[config.mk]
export PLATFORM = sky130hd
export DESIGN_NAME = rct_timer
export DESIGN_NICKNAME = d
export VERILOG_FILES = /design/src/hw/rct_pkg.sv /design/src/hw/rct_timer.sv
export VERILOG_INCLUDE_DIRS = /design/src /design/src/hw
export SDC_FILE = /design/constraint.sdc
export NUM_CORES = 1
export LEC_CHECK = 0
export ABC_CLOCK_PERIOD_IN_PS = 3800
export BUFFER_PORTS_ARGS = -buffer_cell sky130_fd_sc_hd__clkbuf_2
export CAP_MARGIN = 5
export CORE_UTILIZATION = 56
export DETAILED_ROUTE_END_ITERATION = 8
export GPL_ROUTABILITY_DRIVEN = 0
export GPL_TIMING_DRIVEN = 0
export PLACE_DENSITY = 0.81
export SLEW_MARGIN = 20
export SYNTH_ARGS = -nofsm -noshare
export SYNTH_HDL_FRONTEND = slang
export SYNTH_SLANG_ARGS = --single-unit
[constraint.sdc]
create_clock -name CLK -period 3.8 [get_ports CLK]
set_clock_uncertainty 0.05 [all_clocks]
set_input_delay 0.57 -clock CLK [delete_from_list [all_inputs] [get_ports CLK]]
set_output_delay 0.57 -clock CLK [all_outputs]
set_load 0.02 [all_outputs]
[src/hw/rct_cfg.svh]
`ifndef RCT_CFG_SVH
`define RCT_CFG_SVH

// apb address width and register indexes (byte address is index times four)
`define RCT_ADDR_W 12
`define RCT_IDX_CTRL 8'hc8
`define RCT_IDX_MODE 8'hc9
`define RCT_IDX_RCAP_L 8'hca
`define RCT_IDX_RCAP_H 8'hcb
`define RCT_IDX_CNT_L 8'hcc
`define RCT_IDX_CNT_H 8'hcd
`define RCT_IDX_PRESC 8'hce

// timer_control bit positions
`define RCT_CTRL_OVF 7
`define RCT_CTRL_EXF 6
`define RCT_CTRL_RXSEL 5
`define RCT_CTRL_TXSEL 4
`define RCT_CTRL_EXEN 3
`define RCT_CTRL_RUN 2
`define RCT_CTRL_CSRC 1
`define RCT_CTRL_CPRL 0

// timer_mode_control bit positions
`define RCT_MODE_TOE 1
`define RCT_MODE_DOWN_COUNT_ENABLE 0

// reset values and count limits
`define RCT_CTRL_RST 8'h00
`define RCT_MODE_RST 8'h00
`define RCT_PRESC_RST 4'h0
`define RCT_CNT_MIN 16'h0000
`define RCT_CNT_MAX 16'hffff

`endif

[src/hw/rct_pkg.sv]
`include "rct_cfg.svh"

package rct_pkg;

	typedef struct packed
	{
		logic psel;
		logic penable;
		logic pwrite;
		logic [`RCT_ADDR_W-1:0] paddr;
		logic [31:0] pwdata;
	} rct_apb_req_s;

	typedef struct packed
	{
		logic pready;
		logic pslverr;
		logic [31:0] prdata;
	} rct_apb_rsp_s;

	typedef enum logic [1:0]
	{
		RCT_RELOAD,
		RCT_UPDOWN,
		RCT_CAPTURE,
		RCT_BAUD
	} rct_mode_e;

endpackage

[src/hw/rct_timer.sv]
// Summary of operation
// - timer function counts every clock, divided by prescale 1 to 16
// - counter function samples count pin each clock, counts on high-then-low
// - incremented value visible the cycle after the falling edge is detected
// - mode: baud if either select, else capture, up/down, or plain reload
// - run bit 2 starts counting; clear stops the timer in every mode
// - minimum 0000, maximum ffff, bottom is the reload/capture pair
// - overflow flag bit 7 set on overflow, software clear, not in baud
// - event flag bit 6 set by qualified trigger edge, which captures/reloads outside baud mode
// - set event flag requests timer interrupt when interrupt enabled
// - event flag requests no interrupt while up/down counting enabled
// - receive select bit 5 picks this timer's overflows, else other timer
// - transmit select bit 4 picks this timer's overflows, else other timer
// - external enable bit 3 allows trigger edge events, else ignored
// - source select bit 1: 0 internal clock, 1 count pin falling edges
// - capture select bit 0: 1 trigger captures, 0 reloads on overflow/trigger
// - in baud mode capture select ignored, reload on overflow
// - toggle enable with internal source toggles count pin each overflow
// - down-count enable with external enable: trigger pin sets direction
// - count high byte at index cd, low byte at cc
// - reload/capture high byte at index cb, low byte at ca
// - control and mode registers reset to zero
// - capture copies count high and low into reload/capture registers
// - down count underflows at bottom, sets flag, loads max; event flag toggles
// - in baud mode trigger edge sets event flag without reload
// - up-count overflow from max loads bottom, or loads minimum 0000 in capture mode
`timescale 1ns/1ps
`include "rct_cfg.svh"

module rct_timer
(
	// clock and reset
	input wire logic CLK,
	input wire logic ARST_N,
	// apb register port
	input rct_pkg::rct_apb_req_s APB_REQ,
	output rct_pkg::rct_apb_rsp_s APB_RSP,
	// count pin, three signals
	input wire logic COUNT_PIN_IN,
	output logic COUNT_PIN_OUT,
	output logic COUNT_PIN_OE_N,
	// trigger pin
	input wire logic TRIG_PIN_IN,
	// interrupt request to the core
	input wire logic INT_ENABLE,
	output logic TIMER_IRQ,
	// serial port baud clocks
	input wire logic OTHER_TIMER_OVF,
	output logic RX_BAUD_CLK,
	output logic TX_BAUD_CLK
);
	import rct_pkg::*;

	function automatic logic hit(input logic [`RCT_ADDR_W-1:0] a, input logic [7:0] idx);
		hit = (a == {2'b00, idx, 2'b00});
	endfunction

	// control fields
	logic ovf_flag;
	logic ext_flag;
	logic rx_sel;
	logic tx_sel;
	logic ext_en;
	logic run;
	logic csrc;
	logic cprl;
	logic toe;
	logic down_count_enable;
	logic [3:0] presc;
	logic [3:0] presc_cnt;
	logic [15:0] count;
	logic [15:0] rcap;
	logic pin_q;
	logic trig_q;
	logic pin_out;
	logic ovf_q;
	logic [31:0] prdata;

	// bus decode
	wire logic [`RCT_ADDR_W-1:0] addr = APB_REQ.paddr;
	wire logic [7:0] wbyte = APB_REQ.pwdata[7:0];
	wire logic setup = APB_REQ.psel & ~APB_REQ.penable;
	wire logic wr = APB_REQ.psel & APB_REQ.penable & APB_REQ.pwrite;
	wire logic h_ctrl = hit(addr, `RCT_IDX_CTRL);
	wire logic h_mode = hit(addr, `RCT_IDX_MODE);
	wire logic h_rl = hit(addr, `RCT_IDX_RCAP_L);
	wire logic h_rh = hit(addr, `RCT_IDX_RCAP_H);
	wire logic h_cl = hit(addr, `RCT_IDX_CNT_L);
	wire logic h_ch = hit(addr, `RCT_IDX_CNT_H);
	wire logic h_ps = hit(addr, `RCT_IDX_PRESC);
	wire logic mapped = h_ctrl | h_mode | h_rl | h_rh | h_cl | h_ch | h_ps;
	wire logic wr_ctrl = wr & h_ctrl;
	wire logic wr_mode = wr & h_mode;
	wire logic wr_rl = wr & h_rl;
	wire logic wr_rh = wr & h_rh;
	wire logic wr_cl = wr & h_cl;
	wire logic wr_ch = wr & h_ch;
	wire logic wr_ps = wr & h_ps;
	wire logic wr_cnt = wr_cl | wr_ch;
	wire logic wr_rcap = wr_rl | wr_rh;

	// read data
	wire logic [7:0] ctrl_rd = {ovf_flag, ext_flag, rx_sel, tx_sel, ext_en, run, csrc, cprl};
	wire logic [7:0] mode_rd = {6'h00, toe, down_count_enable};
	wire logic [7:0] rd_byte =
		h_ctrl ? ctrl_rd :
		h_mode ? mode_rd :
		h_rl ? rcap[7:0] :
		h_rh ? rcap[15:8] :
		h_cl ? count[7:0] :
		h_ch ? count[15:8] :
		h_ps ? {4'h0, presc} :
		8'h00;

	// mode selection
	wire logic baud = rx_sel | tx_sel;
	wire rct_mode_e mode =
		baud ? RCT_BAUD :
		cprl ? RCT_CAPTURE :
		down_count_enable ? RCT_UPDOWN :
		RCT_RELOAD;
	wire logic [15:0] bottom = rcap;

	// edge detection on synchronous pin samples
	wire logic pin_fall = pin_q & ~COUNT_PIN_IN;
	wire logic trig_fall = trig_q & ~TRIG_PIN_IN;

	// count tick
	wire logic presc_tick = (presc_cnt == presc);
	wire logic tick = run & (csrc ? pin_fall : presc_tick);
	wire logic down = (mode == RCT_UPDOWN) & ext_en & ~TRIG_PIN_IN;
	wire logic ovf = tick & ~down & (count == `RCT_CNT_MAX);
	wire logic unf = tick & down & (count == bottom);
	wire logic roll = ovf | unf;

	// trigger pin events; in up/down the pin is only a direction
	wire logic trig_evt = run & ext_en & trig_fall & (mode != RCT_UPDOWN);
	wire logic cap_evt = trig_evt & (mode == RCT_CAPTURE);
	wire logic reload_evt = (ovf & (mode != RCT_CAPTURE))
		| (trig_evt & (mode == RCT_RELOAD));

	// next count, hardware first, then any byte write on top
	wire logic [15:0] next_hw =
		unf ? `RCT_CNT_MAX :
		reload_evt ? bottom :
		ovf ? `RCT_CNT_MIN :
		tick ? (down ? count - 16'h0001 : count + 16'h0001) :
		count;
	wire logic [15:0] next_count = {wr_ch ? wbyte : next_hw[15:8], wr_cl ? wbyte : next_hw[7:0]};

	// reload/capture pair
	wire logic [15:0] next_rcap =
		cap_evt ? count :
		{wr_rh ? wbyte : rcap[15:8], wr_rl ? wbyte : rcap[7:0]};

	// flags: hardware set wins over a software clear in the same cycle
	wire logic ovf_base = wr_ctrl ? wbyte[`RCT_CTRL_OVF] : ovf_flag;
	wire logic next_ovf_flag = (roll & ~baud) | ovf_base;
	wire logic ext_base = wr_ctrl ? wbyte[`RCT_CTRL_EXF] : ext_flag;
	wire logic ext_toggle = roll & (mode == RCT_UPDOWN);
	wire logic next_ext_flag =
		ext_toggle ? ~ext_flag :
		trig_evt ? 1'b1 :
		ext_base;

	// prescaler restarts when stopped so the first period is whole
	wire logic [3:0] next_presc_cnt = (presc_tick | ~run) ? 4'h0 : presc_cnt + 4'h1;

	// clock-out toggle only when the pin is not a count input
	wire logic drive_pin = toe & ~csrc;
	wire logic next_pin_out = (drive_pin & roll) ? ~pin_out : pin_out;

	// software fields hold unless their own register is written
	wire logic [5:0] next_ctrl_cfg =
		wr_ctrl ? wbyte[5:0] : {rx_sel, tx_sel, ext_en, run, csrc, cprl};
	wire logic [1:0] next_mode_cfg = wr_mode ? wbyte[1:0] : {toe, down_count_enable};
	wire logic [3:0] next_presc = wr_ps ? wbyte[3:0] : presc;

	// control and mode registers
	always_ff @(posedge CLK or negedge ARST_N)
	begin
		if (!ARST_N)
		begin
			{ovf_flag, ext_flag, rx_sel, tx_sel, ext_en, run, csrc, cprl} <= `RCT_CTRL_RST;
			{toe, down_count_enable} <= 2'b00;
			presc <= `RCT_PRESC_RST;
		end
		else
		begin
			ovf_flag <= next_ovf_flag;
			ext_flag <= next_ext_flag;
			{rx_sel, tx_sel, ext_en, run, csrc, cprl} <= next_ctrl_cfg;
			{toe, down_count_enable} <= next_mode_cfg;
			presc <= next_presc;
		end
	end

	// counting datapath; count and pair have no documented reset, zero is chosen
	always_ff @(posedge CLK or negedge ARST_N)
	begin
		if (!ARST_N)
		begin
			count <= 16'h0000;
			rcap <= 16'h0000;
			presc_cnt <= 4'h0;
			pin_q <= 1'b0;
			trig_q <= 1'b0;
			pin_out <= 1'b1;
			ovf_q <= 1'b0;
		end
		else
		begin
			count <= next_count;
			rcap <= next_rcap;
			presc_cnt <= next_presc_cnt;
			pin_q <= COUNT_PIN_IN;
			trig_q <= TRIG_PIN_IN;
			pin_out <= next_pin_out;
			ovf_q <= roll;
		end
	end

	// read data captured in setup, so the access phase needs no wait
	wire logic [31:0] next_prdata = setup ? {24'h00_0000, rd_byte} : prdata;
	always_ff @(posedge CLK or negedge ARST_N)
	begin
		if (!ARST_N)
			prdata <= 32'h0000_0000;
		else
			prdata <= next_prdata;
	end

	assign APB_RSP.pready = 1'b1;
	assign APB_RSP.pslverr = APB_REQ.psel & APB_REQ.penable & ~mapped;
	assign APB_RSP.prdata = prdata;

	// pin and system outputs
	assign COUNT_PIN_OUT = pin_out;
	assign COUNT_PIN_OE_N = ~drive_pin;
	assign TIMER_IRQ = INT_ENABLE & (ovf_flag | (ext_flag & ~down_count_enable));
	assign RX_BAUD_CLK = rx_sel ? ovf_q : OTHER_TIMER_OVF;
	assign TX_BAUD_CLK = tx_sel ? ovf_q : OTHER_TIMER_OVF;
endmodule

==> impl_metrics.sql <==
INSERT INTO impl_metrics (metric_group, metric, value, unit) VALUES
('grt', 'antenna_violations_before_repair', '0', ''),
('critical_path', 'critical_path_required', '4.04', 'ns'),
('sta', 'hold_viol', '0', ''),
('clock_tree', 'cts_clock_pin_slew_for_the_worst_setup_and_hold_paths', '0.08', 'ns'),
('critical_path', 'path_max_fanout', '14', ''),
('cells_and_area', 'finish.instance_area', '0.00541', 'sq mm'),
('synth', 'number_of_enable_type_register_cells_in_the_synthesized_netlist', '0', ''),
('outcome', 'run_status', 'finished clean', ''),
('clock_tree', 'worst_skew_pair.late_latency', '0.37', 'ns'),
('die', 'placeableCoreArea', '0.00822', 'sq mm'),
('detailed_routing', 'drt_wl_total', '13.6', 'mm'),
('power_and_ir_drop', 'leakage', '0.00253', 'uW'),
('synth', 'synth_top_area_share', '0.322', ''),
('grt', 'grt_overflow', '0', ''),
('power_and_ir_drop', 'power-per-cell-area', '274', 'mW/mm^2'),
('hold_path', 'hp-class', 'in -> async', ''),
('cells_and_area', 'post_layout_nonfiller_instances', '730', ''),
('placed_design', 'place.detailed.instances', '714', ''),
('detailed_routing', 'num_vias', '4499', ''),
('critical_path', 'start_kind', 'flip-flop', ''),
('detailed_routing', 'ant_nets', '0', ''),
('sta', 'slew_headroom', '0.449', ''),
('die', 'core.rowCount', '33', ''),
('detailed_routing', 'viasPerCell', '6.16', ''),
('critical_path', 'arrival', '3.70', 'ns'),
('sta', 'setup-tns-final', '0', 'ns'),
('placed_design', 'port_buffers', '41', ''),
('cells_and_area', 'final_cell_mix', 'dfrtp_1 (61), a21oi_1 (49), nand2_1 (42)', ''),
('clock_tree', 'max-clock-path-buffers', '2', ''),
('clock_tree', 'cts_tree', 'yes', ''),
('power_and_ir_drop', 'power.ir.vdd_worst', '0.118', 'mV'),
('die', 'floorplan.io_pins', '92', ''),
('detailed_routing', 'drt_iter0_markers', '541', ''),
('synth', 'synth_area_leader_cell', 'dfrtp_1', ''),
('cells_and_area', 'post_route_cells_drive_above_1_share', '0.195', ''),
('grt', 'grt_pass1_vias', '4091', ''),
('clock_tree', 'cts-buffers-inserted', '9', ''),
('detailed_routing', 'detail_route.first_pass.iterations', '5', ''),
('clock_tree', 'htree_num_levels', '3', ''),
('cells_and_area', 'fill_count', '707', ''),
('cells_and_area', 'footprint_of_the_multi_input_gates', '0.00291', 'sq mm'),
('critical_path', 'crit_path_end_kind', 'flip-flop', ''),
('die', 'vert_die_dim', '94.0', 'um'),
('placed_design', 'detailed_place_hpwl', '9.97', 'mm'),
('cells_and_area', 'seqCellArea', '0.00155', 'sq mm'),
('clock_tree', 'cts.root.buffer_cell', 'clkbuf_8', ''),
('sta', 'unrepaired_setup_endpoints_after_global_routing', 'no', ''),
('placed_design', 'place_area', '0.00518', 'sq mm'),
('cells_and_area', 'antenna-diode-count', '0', ''),
('synth', 'synth-main-ff-cell', 'dfrtp_1', ''),
('detailed_routing', 'drc_errors', '0', ''),
('power_and_ir_drop', 'report.power.total', '1480', 'uW'),
('grt', 'largest_net_degree_at_the_start_of_global_routing', '36', ''),
('sta', 'timing.final.crit_share', '0.911', ''),
('synth', 'yosys_warnings', '0', ''),
('synth', 'syn_area', '0.00474', 'sq mm'),
('synth', 'synth.ff_latch_count', '62', ''),
('synth', 'synth-seq-area-share', '0.328', ''),
('synth', 'synthArstFlopShare', '1.00', ''),
('grt', 'grt_usage', '0.325', ''),
('clock_tree', 'cts_num_sinks', '62', ''),
('die', 'die_width', '94.0', 'um'),
('detailed_routing', 'wl_per_cell', '18.6', 'um'),
('job', 'cap_violations', '0', ''),
('critical_path', 'crit_type', 'reg -> reg', ''),
('cells_and_area', 'layout_commonest_cell', 'dfrtp_1', ''),
('sta', 'final-max-slew-violation-count', '0', ''),
('clock_tree', 'postCtsHoldBufs', '0', ''),
('synth', 'synth_cell_type_count', '63', ''),
('sta', 'maxClockFrequency', '289', 'MHz'),
('synth', 'synth_area_leaders', 'dfrtp_1 (32%), a21oi_1 (5.2%), mux2i_1 (5.1%)', ''),
('sta', 'fin_crit', '3.46', 'ns'),
('sta', 'setup_violations', '0', ''),
('synth', 'postSynthCellCount', '544', ''),
('grt', 'grt_first_pass_wirelength', '21.5', 'mm'),
('die', 'dieArea', '0.00883', 'sq mm'),
('synth', 'post_synth.cell_area_avg', '8.71', 'sq um'),
('sta', 'max_slew.worst_pin.slew', '0.820', 'ns'),
('die', 'floorplan.initialDensity', '0.577', ''),
('cells_and_area', 'nNetsFinal', '689', ''),
('cells_and_area', 'syn_to_final_growth', '14.3', '%');
==> critical path, stage by stage, from the launching register on <==
cell	delay [ns]
dfrtp_1	0.38
buf_6	0.14
nor4b_4	0.30
nand2_2	0.21
clkinvlp_4	0.27
ha_1	0.33
or3_1	0.36
a21oi_1	0.25
o31ai_1	0.15
a2111oi_0	0.49
a211o_1	0.16
o21ai_0	0.07
a31oi_1	0.18
==> flip-flops by register name, indices dropped and copies added (netlist names), 4 cells and up <==
signal and cells:
bottom 16, prdata 8, presc_cnt 4, count 16, presc 4
==> metal layers <==
layer,GRT usage,up-vias,share of wire
li1,-,2087,-
met1,0.423,2085,0.40
met2,0.509,274,0.46
met3,0.0793,53,0.10
met4,0.147,0,0.043
met5,0,-,0
==> cell families (layout without fill, tap and decap cells) <==
group | count (synthesis) | count (layout) | synth area share
AOI/OAI and AO/OA | 151 | 151 | 0.203
xor gates and xnor gates | 34 | 34 | 0.0629
adders and majority gates | 16 | 16 | 0.0438
buffers and inverters | 65 | 123 | 0.0761
DFF | 62 | 62 | 0.328
muxes | 39 | 39 | 0.0887
other | 2 | 25 | 0.00159
and+or+nand+nor | 175 | 175 | 0.196
==> path summary, 6_finish.rpt <==
path	from	endpoint	slack [ns]	cells past startpoint
max	tx_sel$_DFFE_PN0P_	count[15]$_DFFE_PN0P_	0.34	12
min	ARST_N	count[9]$_DFFE_PN0P_	0.11	1
max reg2reg	tx_sel$_DFFE_PN0P_	count[15]$_DFFE_PN0P_	0.34	12
min reg2reg	prdata[7]$_DFFE_PN0P_	prdata[7]$_DFFE_PN0P_	0.43	2
max in group asynchronous	ARST_N	COUNT_PIN_OUT$_DFFE_PN1P_	3.00	2
min in group CLK	COUNT_PIN_IN	pin_q$_DFF_PN0_	0.26	1
==> area by class of cell <==
class	instances	area share
inverter	14	0.0104
buffer	51	0.0569
multi-input combinational	440	0.538
sequential	62	0.287
clock inverter	7	0.0190
timing repair buffer	42	0.0421
clock buffer	9	0.0229
tap	105	0.0243
==> where the power goes <==
group / leakage (uW) / internal [uW] / switching, uW
registers: 0.000832 / 661 / 2.19
logic: 0.00158 / 46.3 / 85.7
clock network: 0.000111 / 378 / 308
total: 0.00253 / 1090 / 396
==> per-stage QoR <==
stage                     hold slack [ns]  setup slack [ns]  utilization
final                               0.109             0.338        0.659
after global routing                0.131            0.0991        0.659
after CTS                           0.104             0.241        0.658
after detailed placement            0.424             0.214        0.631
after global placement              0.411             0.242        0.628
after floorplan                     0.224             0.728            -
==> cells in the mapped netlist (6+ instances only) <==
master,number
dfrtp_1,61
a21oi_1,49
nand2_1,42
nor2_1,41
o21ai_0,35
buf_4,28
xnor2_1,26
mux2i_1,24
or3_1,17
clkbuf_1,15
ha_1,15
inv_1,14
mux2_2,14
nand3_1,13
nand4_1,13
a31oi_1,10
nor2b_1,10
nand2b_1,8
xor2_1,8
a21o_1,7
a22oi_1,7
a211oi_1,6
nor3_1,6
o21a_1,6
==> timing repair <==
item                                    CTS  global route
endpoints found under the setup margin    0             1
buffers inserted                          0             0
resized for setup                         0             1
Power figures use the tool's default switching activity.
